**src/verilog/ifb_pkg.sv**
```systemverilog
`default_nettype none
// ----------------------------------------------------------------------
// Shared constants and carriers of the bar and change-flag block
// ----------------------------------------------------------------------
package ifb_pkg;

	// ------------------------------------------------------------------
	// Register addresses on the control port
	// ------------------------------------------------------------------
	localparam logic [7:0] IFB_ADDR_PIXEL_REP       = 8'h85;
	localparam logic [7:0] IFB_ADDR_TOP_END_LO      = 8'h86;
	localparam logic [7:0] IFB_ADDR_CHANGE_FLAGS    = 8'h87;
	localparam logic [7:0] IFB_ADDR_TOP_END_HI      = 8'h88;
	localparam logic [7:0] IFB_ADDR_BOTTOM_START_LO = 8'h89;
	localparam logic [7:0] IFB_ADDR_BOTTOM_START_HI = 8'h8a;
	localparam logic [7:0] IFB_ADDR_LEFT_END_LO     = 8'h8b;
	localparam logic [7:0] IFB_ADDR_LEFT_END_HI     = 8'h8c;
	localparam logic [7:0] IFB_ADDR_RIGHT_START_LO  = 8'h8d;
	localparam logic [7:0] IFB_ADDR_RIGHT_START_HI  = 8'h8e;
	localparam logic [7:0] IFB_ADDR_CHANGE_MIRROR   = 8'h8f;

	// ------------------------------------------------------------------
	// Field layouts, widths and reset values
	// ------------------------------------------------------------------
	localparam int         IFB_PKT_TYPES   = 7;
	localparam int         IFB_SIG_W       = 32;
	localparam int         IFB_BARS        = 4;
	localparam logic [3:0] IFB_PR_FIRST_RSV = 4'ha;
	localparam logic [3:0] IFB_PR_PAD      = 4'h0;
	localparam logic [0:0] IFB_FLAG_PAD    = 1'h0;
	localparam logic [7:0] IFB_UNMAPPED    = 8'h00;
	localparam logic [6:0] IFB_FLAGS_RST   = 7'h00;
	localparam logic [15:0] IFB_BAR_NONE   = 16'h0000;

	// Bar index within the bar array
	localparam int IFB_BAR_TOP    = 0;
	localparam int IFB_BAR_BOTTOM = 1;
	localparam int IFB_BAR_LEFT   = 2;
	localparam int IFB_BAR_RIGHT  = 3;

	// Change flag bit positions
	localparam int IFB_PKT_AVI   = 0;
	localparam int IFB_PKT_AUDIO = 1;
	localparam int IFB_PKT_SPD   = 2;
	localparam int IFB_PKT_MPEG  = 3;
	localparam int IFB_PKT_ACP   = 4;
	localparam int IFB_PKT_ISRC1 = 5;
	localparam int IFB_PKT_ISRC2 = 6;

	// ------------------------------------------------------------------
	// Carriers
	// ------------------------------------------------------------------
	typedef struct packed {
		logic       rd;
		logic       wr;
		logic [7:0] addr;
		logic [7:0] wdata;
	} ifb_reg_req_s;

	typedef struct packed {
		logic [3:0]                      pixel_repetition_code;
		logic [IFB_BARS-1:0][15:0]       bar;
	} ifb_avi_s;

	typedef struct packed {
		logic                 valid;
		logic [2:0]           idx;
		logic [IFB_SIG_W-1:0] sig;
	} ifb_pkt_s;

	typedef struct packed {
		logic no_top;
		logic no_bottom;
		logic no_left;
		logic no_right;
		logic pr_reserved;
	} ifb_bar_status_s;

	typedef struct packed {
		logic [IFB_PKT_TYPES-1:0][IFB_SIG_W-1:0] words;
		logic [IFB_SIG_W-1:0]                    rdata;
	} ifb_sig_mem_s;

endpackage
`default_nettype wire

```
**src/verilog/ifb_sig_mem.sv**
```systemverilog
`timescale 1ns/1ns
`default_nettype none
// ----------------------------------------------------------------------
// Last-seen content signature, one word per packet type
// ----------------------------------------------------------------------
module ifb_sig_mem (
	// Clock and reset
	input  wire logic                          mclk,
	input  wire logic                          nrst,
	// Read side, data one cycle later
	input  wire logic                          rd_en,
	input  wire logic [2:0]                    rd_idx,
	output logic [ifb_pkg::IFB_SIG_W-1:0]      rd_data,
	// Write side
	input  wire logic                          wr_en,
	input  wire logic [2:0]                    wr_idx,
	input  wire logic [ifb_pkg::IFB_SIG_W-1:0] wr_data
);

	ifb_pkg::ifb_sig_mem_s cur;
	ifb_pkg::ifb_sig_mem_s next_cur;

	// Registered read; caller keeps indices below the type count
	always_comb begin
		next_cur = cur;
		if (rd_en) begin
			next_cur.rdata = cur.words[rd_idx];
		end
		if (wr_en) begin
			next_cur.words[wr_idx] = wr_data;
		end
	end

	// State register
	always_ff @(posedge mclk or negedge nrst) begin
		if (!nrst) begin
			cur <= '0;
		end else begin
			cur <= next_cur;
		end
	end

	assign rd_data = cur.rdata;

endmodule // ifb_sig_mem
`default_nettype wire

```
**src/verilog/ifb_regs.sv**
```systemverilog
// Functional notes
// Read-only 4-bit field at 0x85 reports the received pixel repetition.
// Repetition code means transmissions minus one; code 1001 means ten sends.
// Software treats codes 0xA to 0xF as reserved, not as counts.
// Top bar end line is 16 bits, low byte 0x86, high 0x88.
// Top bar end line of zero means no top bar.
// Lower bar start line is 16 bits, low byte 0x89, high 0x8A.
// Lower bar start beyond active line count means no lower bar.
// Left bar end pixel is 16 bits, low byte 0x8B, high 0x8C.
// Left bar end pixel of zero means no left bar.
// Right bar start pixel is 16 bits, low byte 0x8D, high 0x8E.
// Right bar start beyond maximum pixel count means no right bar.
// Bar registers are read-only bytes; writes change nothing.
// Seven change flags, each set when its packet type contents change.
// With no changes the flag set reads all zeros.
// Reading a flag register returns flags, then clears all seven.
// Flag addresses 0x87 and 0x8F mirror one shared flag set.
// Flag bits: AVI, audio, SPD, MPEG, ACP, ISRC1, ISRC2 from bit 0.
// A change in the same cycle as a clearing read stays set.
`timescale 1ns/1ns
`default_nettype none
// ----------------------------------------------------------------------
// Bar limits, repetition code and packet change flags
// ----------------------------------------------------------------------
module ifb_regs (
	// Clock and reset
	input  wire logic                     mclk,
	input  wire logic                     nrst,
	// Register port
	input  wire ifb_pkg::ifb_reg_req_s    reg_req,
	output logic [7:0]                    reg_rdata,
	output logic                          reg_rvalid,
	// Decoded auxiliary video information
	input  wire logic                     avi_upd,
	input  wire ifb_pkg::ifb_avi_s        avi_in,
	// Received packet events with content signature
	input  wire ifb_pkg::ifb_pkt_s        pkt_in,
	// Picture size for bar presence checks
	input  wire logic [15:0]              active_lines,
	input  wire logic [15:0]              max_pixels,
	// Decoded status
	output ifb_pkg::ifb_bar_status_s      bar_status,
	output logic [ifb_pkg::IFB_PKT_TYPES-1:0] change_flags
);

	// ------------------------------------------------------------------
	// State
	// ------------------------------------------------------------------
	typedef struct packed {
		ifb_pkg::ifb_avi_s                         avi;
		logic [ifb_pkg::IFB_BARS-1:0][7:0]         hold_hi;
		logic [ifb_pkg::IFB_BARS-1:0]              hold_vld;
		logic [ifb_pkg::IFB_PKT_TYPES-1:0]         flags;
		logic [ifb_pkg::IFB_PKT_TYPES-1:0]         seen;
		logic                                      s1_valid;
		logic [2:0]                                s1_idx;
		logic [ifb_pkg::IFB_SIG_W-1:0]             s1_sig;
		logic                                      s1_fwd;
		logic [ifb_pkg::IFB_SIG_W-1:0]             s1_fwd_sig;
		logic [7:0]                                rdata;
		logic                                      rvalid;
		ifb_pkg::ifb_bar_status_s                  status;
	} ifb_regs_state_s;

	ifb_regs_state_s cur;
	ifb_regs_state_s next_cur;

	// ------------------------------------------------------------------
	// Signature memory and change detection
	// ------------------------------------------------------------------
	logic                                 pkt_ok;
	logic [ifb_pkg::IFB_SIG_W-1:0]        mem_rdata;
	logic [ifb_pkg::IFB_SIG_W-1:0]        prev_sig;
	logic                                 s1_changed;
	logic [ifb_pkg::IFB_PKT_TYPES-1:0]    change_hit;

	// Types beyond the flag count are dropped, never index the memory
	assign pkt_ok = pkt_in.valid && (pkt_in.idx < 3'(ifb_pkg::IFB_PKT_TYPES));

	ifb_sig_mem i_ifb_sig_mem (
		.mclk    (mclk),
		.nrst    (nrst),
		.rd_en   (pkt_ok),
		.rd_idx  (pkt_in.idx),
		.rd_data (mem_rdata),
		.wr_en   (cur.s1_valid),
		.wr_idx  (cur.s1_idx),
		.wr_data (cur.s1_sig)
	);

	// Forwarding covers two packets of one type on back-to-back cycles,
	// where the memory still holds the older word
	assign prev_sig   = cur.s1_fwd ? cur.s1_fwd_sig : mem_rdata;
	// First packet of a type counts as a change from nothing
	assign s1_changed = !cur.seen[cur.s1_idx] || (prev_sig != cur.s1_sig);

	// One hit line per flag bit, bit order follows packet type index
	genvar gi;
	generate
		for (gi = 0; gi < ifb_pkg::IFB_PKT_TYPES; gi++) begin : g_hit
			assign change_hit[gi] = cur.s1_valid && (cur.s1_idx == 3'(gi)) &&
			                        s1_changed;
		end
	endgenerate

	// ------------------------------------------------------------------
	// Register decode
	// ------------------------------------------------------------------
	logic [7:0]                     rd_byte;
	logic                           flag_rd;
	logic [ifb_pkg::IFB_BARS-1:0]   lo_rd;
	logic [ifb_pkg::IFB_BARS-1:0]   hi_rd;

	// High byte comes from the snapshot taken at the low byte read,
	// so a bar update between the two reads cannot tear the value
	function automatic logic [7:0] hi_byte(input ifb_regs_state_s s, input int b);
		logic [7:0] v;
		v = s.hold_vld[b] ? s.hold_hi[b] : s.avi.bar[b][15:8];
		return v;
	endfunction

	// Read mux; writes are never decoded, bars are read-only
	always_comb begin
		rd_byte = ifb_pkg::IFB_UNMAPPED;
		flag_rd = 1'b0;
		lo_rd   = '0;
		hi_rd   = '0;
		case (reg_req.addr)
			ifb_pkg::IFB_ADDR_PIXEL_REP: begin
				rd_byte = {ifb_pkg::IFB_PR_PAD, cur.avi.pixel_repetition_code};
			end
			ifb_pkg::IFB_ADDR_TOP_END_LO: begin
				rd_byte = cur.avi.bar[ifb_pkg::IFB_BAR_TOP][7:0];
				lo_rd[ifb_pkg::IFB_BAR_TOP] = 1'b1;
			end
			ifb_pkg::IFB_ADDR_TOP_END_HI: begin
				rd_byte = hi_byte(cur, ifb_pkg::IFB_BAR_TOP);
				hi_rd[ifb_pkg::IFB_BAR_TOP] = 1'b1;
			end
			ifb_pkg::IFB_ADDR_BOTTOM_START_LO: begin
				rd_byte = cur.avi.bar[ifb_pkg::IFB_BAR_BOTTOM][7:0];
				lo_rd[ifb_pkg::IFB_BAR_BOTTOM] = 1'b1;
			end
			ifb_pkg::IFB_ADDR_BOTTOM_START_HI: begin
				rd_byte = hi_byte(cur, ifb_pkg::IFB_BAR_BOTTOM);
				hi_rd[ifb_pkg::IFB_BAR_BOTTOM] = 1'b1;
			end
			ifb_pkg::IFB_ADDR_LEFT_END_LO: begin
				rd_byte = cur.avi.bar[ifb_pkg::IFB_BAR_LEFT][7:0];
				lo_rd[ifb_pkg::IFB_BAR_LEFT] = 1'b1;
			end
			ifb_pkg::IFB_ADDR_LEFT_END_HI: begin
				rd_byte = hi_byte(cur, ifb_pkg::IFB_BAR_LEFT);
				hi_rd[ifb_pkg::IFB_BAR_LEFT] = 1'b1;
			end
			ifb_pkg::IFB_ADDR_RIGHT_START_LO: begin
				rd_byte = cur.avi.bar[ifb_pkg::IFB_BAR_RIGHT][7:0];
				lo_rd[ifb_pkg::IFB_BAR_RIGHT] = 1'b1;
			end
			ifb_pkg::IFB_ADDR_RIGHT_START_HI: begin
				rd_byte = hi_byte(cur, ifb_pkg::IFB_BAR_RIGHT);
				hi_rd[ifb_pkg::IFB_BAR_RIGHT] = 1'b1;
			end
			ifb_pkg::IFB_ADDR_CHANGE_FLAGS,
			ifb_pkg::IFB_ADDR_CHANGE_MIRROR: begin
				rd_byte = {ifb_pkg::IFB_FLAG_PAD, cur.flags};
				flag_rd = 1'b1;
			end
			default: begin
				rd_byte = ifb_pkg::IFB_UNMAPPED;
			end
		endcase
	end

	// ------------------------------------------------------------------
	// Next state
	// ------------------------------------------------------------------
	always_comb begin
		next_cur = cur;

		// New bar and repetition values replace the old as a whole
		if (avi_upd) begin
			next_cur.avi = avi_in;
		end

		// Snapshot and release of the high bytes on reads only
		next_cur.rvalid = reg_req.rd;
		if (reg_req.rd) begin
			next_cur.rdata = rd_byte;
			for (int b = 0; b < ifb_pkg::IFB_BARS; b++) begin
				if (lo_rd[b]) begin
					next_cur.hold_hi[b]  = cur.avi.bar[b][15:8];
					next_cur.hold_vld[b] = 1'b1;
				end else if (hi_rd[b]) begin
					next_cur.hold_vld[b] = 1'b0;
				end
			end
		end

		// Clearing read first, then the hits so a late change survives
		if (reg_req.rd && flag_rd) begin
			next_cur.flags = ifb_pkg::IFB_FLAGS_RST;
		end
		next_cur.flags = next_cur.flags | change_hit;

		// Stage one: packet waits a cycle for the stored signature
		next_cur.s1_valid   = pkt_ok;
		next_cur.s1_idx     = pkt_in.idx;
		next_cur.s1_sig     = pkt_in.sig;
		next_cur.s1_fwd     = pkt_ok && cur.s1_valid && (cur.s1_idx == pkt_in.idx);
		next_cur.s1_fwd_sig = cur.s1_sig;
		if (cur.s1_valid) begin
			next_cur.seen[cur.s1_idx] = 1'b1;
		end

		// Bar presence, one cycle behind the stored values
		next_cur.status.no_top =
			(cur.avi.bar[ifb_pkg::IFB_BAR_TOP] == ifb_pkg::IFB_BAR_NONE);
		next_cur.status.no_bottom =
			(cur.avi.bar[ifb_pkg::IFB_BAR_BOTTOM] > active_lines);
		next_cur.status.no_left =
			(cur.avi.bar[ifb_pkg::IFB_BAR_LEFT] == ifb_pkg::IFB_BAR_NONE);
		next_cur.status.no_right =
			(cur.avi.bar[ifb_pkg::IFB_BAR_RIGHT] > max_pixels);
		// Helps software skip codes it must not take as counts
		next_cur.status.pr_reserved =
			(cur.avi.pixel_repetition_code >= ifb_pkg::IFB_PR_FIRST_RSV);
	end

	// ------------------------------------------------------------------
	// State register
	// ------------------------------------------------------------------
	always_ff @(posedge mclk or negedge nrst) begin
		if (!nrst) begin
			cur <= '0;
		end else begin
			cur <= next_cur;
		end
	end

	// ------------------------------------------------------------------
	// Outputs
	// ------------------------------------------------------------------
	// All from flip-flops; writes never reach any of them
	assign reg_rdata    = cur.rdata;
	assign reg_rvalid   = cur.rvalid;
	assign bar_status   = cur.status;
	assign change_flags = cur.flags;

endmodule // ifb_regs
`default_nettype wire

```
**config.mk**
```make
export PLATFORM = sky130hd
export DESIGN_NAME = ifb_regs
export DESIGN_NICKNAME = d
export VERILOG_FILES = /design/src/verilog/ifb_pkg.sv /design/src/verilog/ifb_sig_mem.sv /design/src/verilog/ifb_regs.sv
export SDC_FILE = /design/constraint.sdc
export NUM_CORES = 1
export LEC_CHECK = 0
export ABC_AREA = 0
export BUFFER_PORTS_ARGS = -buffer_cell sky130_fd_sc_hd__buf_2
export CAP_MARGIN = 20
export CORE_MARGIN = 10
export CORE_UTILIZATION = 54
export DETAILED_ROUTE_END_ITERATION = 6
export PLACE_DENSITY = 0.76
export SYNTH_ARGS = -nofsm -noshare
export SYNTH_HDL_FRONTEND = slang
export SYNTH_SLANG_ARGS = --single-unit
```
**constraint.sdc**
```tcl
create_clock -name mclk -period 2 [get_ports mclk]
set_input_delay 0.2 -clock mclk [delete_from_list [all_inputs] [get_ports mclk]]
set_output_delay 0.2 -clock mclk [all_outputs]
set_load 0.005 [all_outputs]
```
==> results of run 1 <==
-- cell families after synthesis --
group,count (synthesis),synth area share [%]
xor gates and xnor gates,35,1.50
and+or+nand+nor,189,4.69
buffers and inverters,152,3.35
muxes,457,26.6
AOI/OAI and AO/OA,206,6.08
adders and majority gates,32,1.95
DFF,457,55.8
-- layer usage --
metal,wire [µm],up-vias,global-route usage [%]
met5,13,-,0
li1,-,6091,-
met2,26500,444,38.8
met3,2970,90,3.68
met1,22400,7128,30.0
met4,1280,2,6.88
-- state kept, by name, summed over array words and instances (netlist names) --
register               count
i_ifb_sig_mem.cur        224
cur                      180
bar_status                 5
reg_rdata                  8
change_flags               7
reg_rvalid                 1
i_ifb_sig_mem.rd_data     32
-- path summary, 6_finish.rpt --
check / startpoint / end / slack (ns)
hold / removal: pkt_in[34] / cur[81] / 0.10
min in group asynchronous: nrst / cur[172] / 0.21
hold reg to reg: cur[88] / cur[88] / 0.47
max in group asynchronous: nrst / cur[145] / 0.98
setup reg to reg: cur[46] / change_flags[2] / -0.24
setup / recovery: cur[46] / change_flags[2] / -0.24
-- Yosys cell counts, drive strengths merged, types with 2 or more instances --
| cell type | n |
|---|---|
| ha | 32 |
| nor4 | 15 |
| clkbuf | 62 |
| a211oi | 4 |
| o21a | 7 |
| xor2 | 8 |
| nor3b | 3 |
| mux4 | 37 |
| nand2b | 5 |
| a22oi | 7 |
| and4 | 5 |
| o211ai | 33 |
| a21o | 10 |
| nor2 | 16 |
| o22ai | 9 |
| mux2i | 85 |
| a221oi | 3 |
| a21oi | 33 |
| o21ai | 90 |
| and2 | 3 |
| o2111ai | 2 |
| nand3 | 15 |
| xnor2 | 27 |
| buf | 48 |
| mux2 | 335 |
| or2 | 4 |
| nor3 | 7 |
| nor2b | 11 |
| nand2 | 90 |
| nand3b | 2 |
| dfrtp | 457 |
| nand4 | 8 |
| inv | 42 |
-- what timing repair did --
action,CTS,global route
hold buffers,103,0
cloned,1,0
buffers inserted,1,1
pin swaps,6,6
gates resized for setup,12,15
hold endpoints to repair,300,0
endpoints found under the setup margin,7,7
-- metrics by stage --
stage	setup TNS, ns	std cells	power (mW)
6_report	-1.65	2371	23.9
5_1_grt	-2.27	2371	24.9
4_1_cts	-1.97	2370	24.0
3_5_place_dp	-2.31	2187	15.3
3_3_place_gp	-1.79	2187	15.0
2_1_floorplan	0	1528	13.9
-- power breakdown --
group | switching (mW) | internal, mW
combinational | 1.55 | 2.19
sequential | 0.956 | 10.7
clock | 3.58 | 4.91
-- layout make-up --
| type | instances | area share, % |
|---|---|---|
| clock inverter | 12 | 0.504 |
| clock buffer | 66 | 5.34 |
| tap | 511 | 2.55 |
| timing repair buffer | 364 | 11.6 |
| sequential | 457 | 45.6 |
| inverter | 42 | 0.628 |
| multi-input combinational | 919 | 33.8 |
==> flow_metrics.env, run 1 <==
export IMPL_crit_top_cell="buf_12"
export IMPL_wl_mm=53.1
export IMPL_syn_to_final_growth_pct=22.5
export IMPL_status="complete, but fails checks"
export IMPL_drtIter0Drc=972
export IMPL_cts_buffers=48
export IMPL_root_buffer="clkbuf_16"
export IMPL_rsz0062_at_grt="yes"
export IMPL_cp_slowest_cell="dfrtp_2"
export IMPL_yosysUniqueCellTypes=53
export IMPL_ys_flop_type="dfrtp_1"
export IMPL_design_area_um2=25100
export IMPL_dr_pass1_iters=7
export IMPL_grt_pass1_wl_mm=84.6
export IMPL_syn_inst=1528
export IMPL_seq_area_um2=11400
export IMPL_cts_clk_slew_worst_paths_ns=0.06
export IMPL_hold_ws_ns=0.100
export IMPL_hold_viol=0
export IMPL_dpl_cell_area_um2=22500
export IMPL_core_area_um2=37600
export IMPL_antenna_found_initial=1
export IMPL_portBuffers=168
export IMPL_detail_route_vias_per_cell=5.80
export IMPL_die_area_um2=46100
export IMPL_grt_max_degree=71
export IMPL_synth_fp_nets=1717
export IMPL_ys_async_sr_fraction_pct=100
export IMPL_violations="setup timing"
export IMPL_ant_nets=0
export IMPL_maxSlewHeadroom_pct=66.5
export IMPL_setup_viol=7
export IMPL_fmax_mhz=446
export IMPL_post_route_drc_count=0
export IMPL_r2r_cells=9
export IMPL_worst_pin_slew_ns=0.502
export IMPL_path_delay_family="simple AND/OR/NAND/NOR gates"
export IMPL_max_stage_delay_ns=0.48
export IMPL_drive_above_1_share_pct=39.2
export IMPL_setup_ws_ns=-0.241
export IMPL_hold_path_depth=2
export IMPL_die_w_um=215
export IMPL_final_cell_mix="dfrtp_1, mux2_2, buf_2"
export IMPL_cts_max_level=2
export IMPL_required_ns=2.45
export IMPL_grt_pass1_vias=14600
export IMPL_power_density_nw_per_um2=953
export IMPL_path_class="flip-flop to flip-flop"
export IMPL_fp_dieH_um=215
export IMPL_period_needed_ns=2.24
export IMPL_diodes=0
export IMPL_yosys_top_cells_area="dfrtp_1, mux2_2, mux2i_1, mux4_2, o21ai_0"
export IMPL_yosysWarnings=0
export IMPL_vdd_drop_max_mv=0.768
export IMPL_dp_hpwl_mm=35.3
export IMPL_drv_slew=0
export IMPL_num_vias=13800
export IMPL_ios=178
export IMPL_fin_crit_sh_pct=112
export IMPL_cp_cell_sequence="buf_12, buf_12, mux2i_4, xnor2_1, nor4_1, nand4_1, nor4_4, buf_6, o21ai_1"
export IMPL_gp_congestion=0.903
export IMPL_ys_seq_area_share_pct=55.8
export IMPL_worstHoldPathType="primary input to flip-flop"
export IMPL_yosys_area_top_type="dfrtp_1"
export IMPL_clock_skew_ns=0.0191
export IMPL_crit_path_start_kind="flip-flop"
export IMPL_synth_top_area_share_pct=55.8
export IMPL_syn_area_per_cell_um2=13.4
export IMPL_power_leakage_nw=11.2
export IMPL_cts_sinks=457
export IMPL_critical_path_buf_inv_count=3
export IMPL_crit_cells=9
export IMPL_synthesis_area_um2=20500
export IMPL_tritoncts="yes"
export IMPL_critPathArrivalTime_ns=2.69
export IMPL_synth_enable_flop_cells=0
export IMPL_postLayoutCoreUtil_pct=66.8
export IMPL_synth_seq_cells=457
export IMPL_clockBufferDepth=3
export IMPL_start_util_pct=54.5
export IMPL_floorplan_rows=71
export IMPL_fillCellCount=2633
export IMPL_path_max_fanout=7
export IMPL_critPathCaptureType="flip-flop"
export IMPL_clock_latency_ns=0.58
export IMPL_grt_usage_pct=23.0
export IMPL_final_common_cell="dfrtp_1"
export IMPL_drt_wirelength_per_cell_um=22.4
export IMPL_final_nets=2021
export IMPL_grt_ovfl_total=0
export IMPL_drv_cap=0
export IMPL_post_place_ws_ns=-0.351
export IMPL_multi_input_area_um2=8490
Note: power is estimated with default switching activity, not from simulation.
==> run 2, diff against run 1 <==
--- a/config.mk
+++ b/config.mk
@@ -8,6 +8,7 @@
 export ABC_AREA = 0
 export BUFFER_PORTS_ARGS = -buffer_cell sky130_fd_sc_hd__buf_2
 export CAP_MARGIN = 20
+export CORE_ASPECT_RATIO = 0.9
 export CORE_MARGIN = 10
 export CORE_UTILIZATION = 54
 export DETAILED_ROUTE_END_ITERATION = 6
==> run 2 against run 1 <==
  * The flow still finishes with violations (setup timing)
  * Sequential share of layout area about the same
  * Largest power group unchanged
  * Wire length decreased by 0.84%
  * Highest routed layer is now met4
  * Final cell count decreased by 1.1%
  * Sequential cell count unchanged
  * Power increased by 1.4%
  * Maximum frequency increased by 7.4%
  * Global-route usage increased by 0.055 points
==> flow_metrics.env, run 2 (synthesized netlist as in run 1, its figures left out) <==
export IMPL_clockBufferDepth=3
export IMPL_tritoncts="yes"
export IMPL_antenna_found_initial=2
export IMPL_cts_sinks=457
export IMPL_final_nets=2014
export IMPL_root_buffer="clkbuf_16"
export IMPL_clock_skew_ns=0.0162
export IMPL_drv_slew=0
export IMPL_cts_buffers=46
export IMPL_cts_max_level=2
export IMPL_maxSlewHeadroom_pct=52.1
export IMPL_critPathCaptureType="flip-flop"
export IMPL_ios=178
export IMPL_use_met3_pct=4.29
export IMPL_grt_pass1_wl_mm=83.5
export IMPL_ant_nets=0
export IMPL_grt_busiest_layer="met2"
export IMPL_dr_pass1_iters=5
export IMPL_num_vias=13700
export IMPL_drtIter0Drc=1127
export IMPL_syn_to_final_growth_pct=22.5
export IMPL_fp_dieH_um=205
export IMPL_violations="setup timing"
export IMPL_worstHoldPathType="primary input to flip-flop"
export IMPL_fillCellCount=2580
export IMPL_rsz0062_at_grt="yes"
export IMPL_grt_pass1_vias=14700
export IMPL_worst_pin_slew_ns=0.718
export IMPL_fin_crit_sh_pct=104
export IMPL_hold_viol=0
export IMPL_design_area_um2=25100
export IMPL_dpl_cell_area_um2=22400
export IMPL_detail_route_vias_per_cell=5.82
export IMPL_floorplan_rows=67
export IMPL_sw_frac_of_total_pct=25.3
export IMPL_power_density_nw_per_um2=966
export IMPL_wl_mm=52.6
export IMPL_grt_util_met1_pct=30.7
export IMPL_combPwrFrac_pct=15.3
export IMPL_postLayoutCoreUtil_pct=67.2
export IMPL_grt_max_degree=76
export IMPL_largest_register_ffs=224
export IMPL_internal_power_mw=18.1
export IMPL_path_class="flip-flop to flip-flop"
export IMPL_power_leakage_nw=11.2
export IMPL_setup_viol=7
export IMPL_die_area_um2=46200
export IMPL_clockPowerShare_pct=36.6
export IMPL_grtUsageMet2_pct=37.6
export IMPL_drt_wirelength_per_cell_um=22.4
export IMPL_period_needed_ns=2.09
export IMPL_post_route_drc_count=0
export IMPL_post_place_ws_ns=-0.239
export IMPL_total_power_mw=24.2
export IMPL_final_common_cell="dfrtp_1"
export IMPL_dp_hpwl_mm=34.8
export IMPL_critPathArrivalTime_ns=2.54
export IMPL_seq_power_share_pct=48.1
export IMPL_required_ns=2.45
export IMPL_status="complete, but fails checks"
export IMPL_clock_latency_ns=0.58
export IMPL_setup_ws_ns=-0.0872
export IMPL_final_cell_mix="dfrtp_1, mux2_2, buf_2"
export IMPL_gp_congestion=0.888
export IMPL_path_max_fanout=8
export IMPL_crit_path_start_kind="flip-flop"
export IMPL_drv_cap=0
export IMPL_switchingPower_mw=6.14
export IMPL_start_util_pct=54.8
export IMPL_drive_above_1_share_pct=39.8
export IMPL_vdd_drop_max_mv=0.688
export IMPL_grt_ovfl_total=0
export IMPL_fmax_mhz=479
export IMPL_tns_ns=-0.544
export IMPL_die_w_um=225
export IMPL_grt_usage_pct=23.0
export IMPL_portBuffers=168
export IMPL_core_area_um2=37400
export IMPL_top_register="i_ifb_sig_mem.cur"
export IMPL_cts_clk_slew_worst_paths_ns=0.06
[run 2: timing repair]
| action | CTS | global route |
|---|---|---|
| hold buffers | 102 | 0 |
| buffers inserted | 4 | 0 |
| resized for setup | 12 | 9 |
| pin swaps | 9 | 6 |
| cloned | 0 | 0 |
| endpoints found under the hold margin | 158 | 0 |
| setup endpoints to repair | 7 | 7 |
[run 2: per-stage QoR]
stage          hold slack, ns  cells
2_1_floorplan         -0.0956   1528
3_3_place_gp            0.273   2154
3_5_place_dp            0.272   2154
4_1_cts                0.0294   2344
5_1_grt                0.0465   2346
6_report               0.0491   2346
[run 2: path summary, 6_finish.rpt]
path | start | end | slack (ns) | depth (start not counted)
worst max-delay path | cur[46] | change_flags[5] | -0.09 | 9
worst min-delay path | pkt_in[34] | cur[81] | 0.05 | 2
worst max register to register | cur[46] | change_flags[5] | -0.09 | 9
worst min register to register | cur[86] | cur[86] | 0.47 | 1
max in group asynchronous | nrst | cur[80] | 1.02 | 3
min in group asynchronous | nrst | reg_rdata[3] | 0.26 | 2
[run 2: worst max-delay path, cell delays in order, from the launching register on]
cell and delay [ns]:
dfrtp_2 0.42, buf_12 0.14, mux2i_2 0.23, xnor2_1 0.09, nor4_1 0.33, buf_4 0.18
nand4_1 0.15, nor4_4 0.18, buf_6 0.17, o21ai_1 0.06
[run 2: area by class of cell]
class / count / area, µm² / share of cell area (%)
Timing Repair Buffer: 359 / 2870 / 11.4
Clock inverter: 20 / 158 / 0.628
Antenna cell: 2 / 5.00 / 0.0199
Sequential cell: 457 / 11400 / 45.6
Tap cell: 483 / 604 / 2.41
Clock buffer: 64 / 1420 / 5.67
Multi-Input combinational cell: 919 / 8460 / 33.7
Inverter: 42 / 158 / 0.628
[run 2: routing by layer]
| metal | share of wire [%] | vias to the layer above |
|---|---|---|
| met4 | 2.6 | 0 |
| met2 | 48 | 402 |
| li1 | - | 6078 |
| met1 | 43 | 7072 |
| met5 | 0 | - |
| met3 | 5.6 | 99 |
[run 2: power groups by stage]
| stage | registers, mW | logic [mW] | clock network [mW] |
|---|---|---|---|
| final | 11.7 | 3.71 | 8.88 |
| after global routing | 11.8 | 4.07 | 9.38 |
| after CTS | 11.6 | 3.70 | 8.98 |
| after detailed placement | 11.8 | 3.50 | 0 |
| after global placement | 11.7 | 3.34 | 0 |
| after floorplan | 11.4 | 2.51 | 0 |
==> run 3, diff against run 2 <==
--- a/config.mk
+++ b/config.mk
@@ -12,7 +12,7 @@
 export CORE_MARGIN = 10
 export CORE_UTILIZATION = 54
 export DETAILED_ROUTE_END_ITERATION = 6
-export PLACE_DENSITY = 0.76
+export PLACE_DENSITY = 0.72
 export SYNTH_ARGS = -nofsm -noshare
 export SYNTH_HDL_FRONTEND = slang
 export SYNTH_SLANG_ARGS = --single-unit
==> run 3 against run 2 <==
  * Sequential power hardly changed
  * Power up 0.93%
  * Utilization grew 0.39 points
  * Via count is 0.14% lower
  * The flow still finishes with violations (setup timing)
  * Sequential cell count is the same
==> flow_metrics.env, run 3 (synthesized netlist as in run 1, its figures left out) <==
export IMPL_status="complete, but fails checks"
export IMPL_violations="setup timing"
export IMPL_rsz0062_at_grt="yes"
export IMPL_cts_buffers=47
export IMPL_drv_slew=0
export IMPL_core_area_um2=37400
export IMPL_period_needed_ns=2.20
export IMPL_drive_above_1_share_pct=40.0
export IMPL_critPathArrivalTime_ns=2.64
export IMPL_cts_clk_slew_worst_paths_ns=0.07
export IMPL_seq_area_um2=11400
export IMPL_sw_frac_of_total_pct=25.2
export IMPL_die_w_um=225
export IMPL_crit_path_start_kind="flip-flop"
export IMPL_ant_nets=0
export IMPL_num_vias=13600
export IMPL_gp_congestion=0.880
export IMPL_switchingPower_mw=6.17
export IMPL_setup_viol=7
export IMPL_clock_skew_ns=0.0258
export IMPL_fp_dieH_um=205
export IMPL_drv_cap=0
export IMPL_clock_latency_ns=0.57
export IMPL_floorplan_rows=67
export IMPL_power_leakage_nw=11.3
export IMPL_worst_pin_slew_ns=0.521
export IMPL_antenna_found_initial=7
export IMPL_grt_pass1_wl_mm=83.7
export IMPL_cts_max_level=2
export IMPL_tns_ns=-1.35
export IMPL_wl_mm=53.0
export IMPL_maxSlewHeadroom_pct=65.2
export IMPL_largest_register_ffs=224
export IMPL_drtIter0Drc=1112
export IMPL_worstHoldPathType="primary input to flip-flop"
export IMPL_dr_pass1_iters=5
export IMPL_clockBufferDepth=3
export IMPL_fillCellCount=2579
export IMPL_detail_route_vias_per_cell=5.79
export IMPL_setup_ws_ns=-0.201
export IMPL_hold_viol=0
export IMPL_cts_sinks=457
export IMPL_grt_pass1_vias=14400
export IMPL_die_area_um2=46200
export IMPL_post_route_drc_count=0
export IMPL_top_register="i_ifb_sig_mem.cur"
export IMPL_combPwrFrac_pct=15.4
export IMPL_grt_ovfl_total=0
export IMPL_syn_to_final_growth_pct=23.2
export IMPL_portBuffers=168
export IMPL_dpl_cell_area_um2=22400
export IMPL_required_ns=2.43
export IMPL_ios=178
export IMPL_seq_power_share_pct=47.7
export IMPL_power_density_nw_per_um2=969
export IMPL_vdd_drop_max_mv=0.698
export IMPL_tritoncts="yes"
export IMPL_design_area_um2=25300
export IMPL_fmax_mhz=454
export IMPL_final_common_cell="dfrtp_1"
export IMPL_grt_usage_pct=23.1
export IMPL_clockPowerShare_pct=37.0
export IMPL_final_nets=2020
export IMPL_multi_input_area_um2=8510
export IMPL_critPathCaptureType="flip-flop"
export IMPL_fin_crit_sh_pct=110
export IMPL_final_cell_mix="dfrtp_1, mux2_2, buf_2"
export IMPL_grt_max_degree=70
export IMPL_path_max_fanout=8
export IMPL_start_util_pct=54.8
export IMPL_dp_hpwl_mm=35.3
export IMPL_internal_power_mw=18.3
export IMPL_path_class="flip-flop to flip-flop"
export IMPL_root_buffer="clkbuf_16"
export IMPL_drt_wirelength_per_cell_um=22.5
[run 3: path summary, 6_finish.rpt]
kind / to / from / cells after the start / slack [ns]
max: change_flags[4] / cur[46] / 9 / -0.20
min: cur[81] / pkt_in[34] / 2 / 0.06
max reg2reg: change_flags[4] / cur[46] / 9 / -0.20
min reg2reg: cur[85] / cur[85] / 1 / 0.46
max in group asynchronous: cur[195] / nrst / 3 / 1.00
min in group asynchronous: cur[172] / nrst / 2 / 0.15
[run 3: timing repair]
| item | in CTS | in global routing |
|---|---|---|
| setup buffers | 0 | 5 |
| hold buffers | 102 | 0 |
| endpoints found under the hold margin | 216 | 0 |
| gates cloned | 0 | 1 |
| pin swaps | 3 | 9 |
| gates resized for setup | 7 | 28 |
| setup endpoints to repair | 7 | 7 |
[run 3: critical path, stage by stage, from the launching register on]
cell	delay, ns
dfrtp_2	0.42
buf_8	0.15
buf_6	0.12
mux2i_4	0.18
xnor2_2	0.17
nor4_2	0.28
nand4_1	0.19
nor4_4	0.29
buf_6	0.17
o21ai_1	0.07
[run 3: layer usage]
metal,routed length (µm),global-route usage (%)
met1,23000,30.9
met2,25400,37.2
met3,3090,4.70
met4,1470,7.66
met5,40,0
[run 3: stage by stage]
stage / total power, mW / util, % / hold WS [ns] / setup WS [ns] / instances
final: 24.5 / 67.5 / 0.0596 / -0.201 / 2354
after floorplan: 13.9 / - / -0.0956 / 0.108 / 1528
after detailed placement: 15.3 / 60.0 / 0.145 / -0.243 / 2157
after global routing: 25.5 / 67.5 / 0.0569 / -0.321 / 2353
after CTS: 24.5 / 67.1 / 0.0353 / -0.166 / 2343
after global placement: 15.1 / 60.0 / 0.148 / -0.159 / 2157
[run 3: layout make-up]
type / count / area share, %
Antenna cell: 5 / 0.0495
Clock buffer: 65 / 5.37
Clock inverter: 19 / 0.971
Inverter: 42 / 0.624
Multi-Input combinational cell: 919 / 33.7
Sequential cell: 457 / 45.3
Tap cell: 483 / 2.39
Timing Repair Buffer: 364 / 11.6
[run 3: power by group through the flow]
stage	Clock (mW)	Sequential (mW)	Combinational (mW)
2_1_floorplan	0	11.4	2.51
3_3_place_gp	0	11.7	3.38
3_5_place_dp	0	11.8	3.52
4_1_cts	9.18	11.6	3.72
5_1_grt	9.57	11.8	4.13
6_report	9.05	11.7	3.76
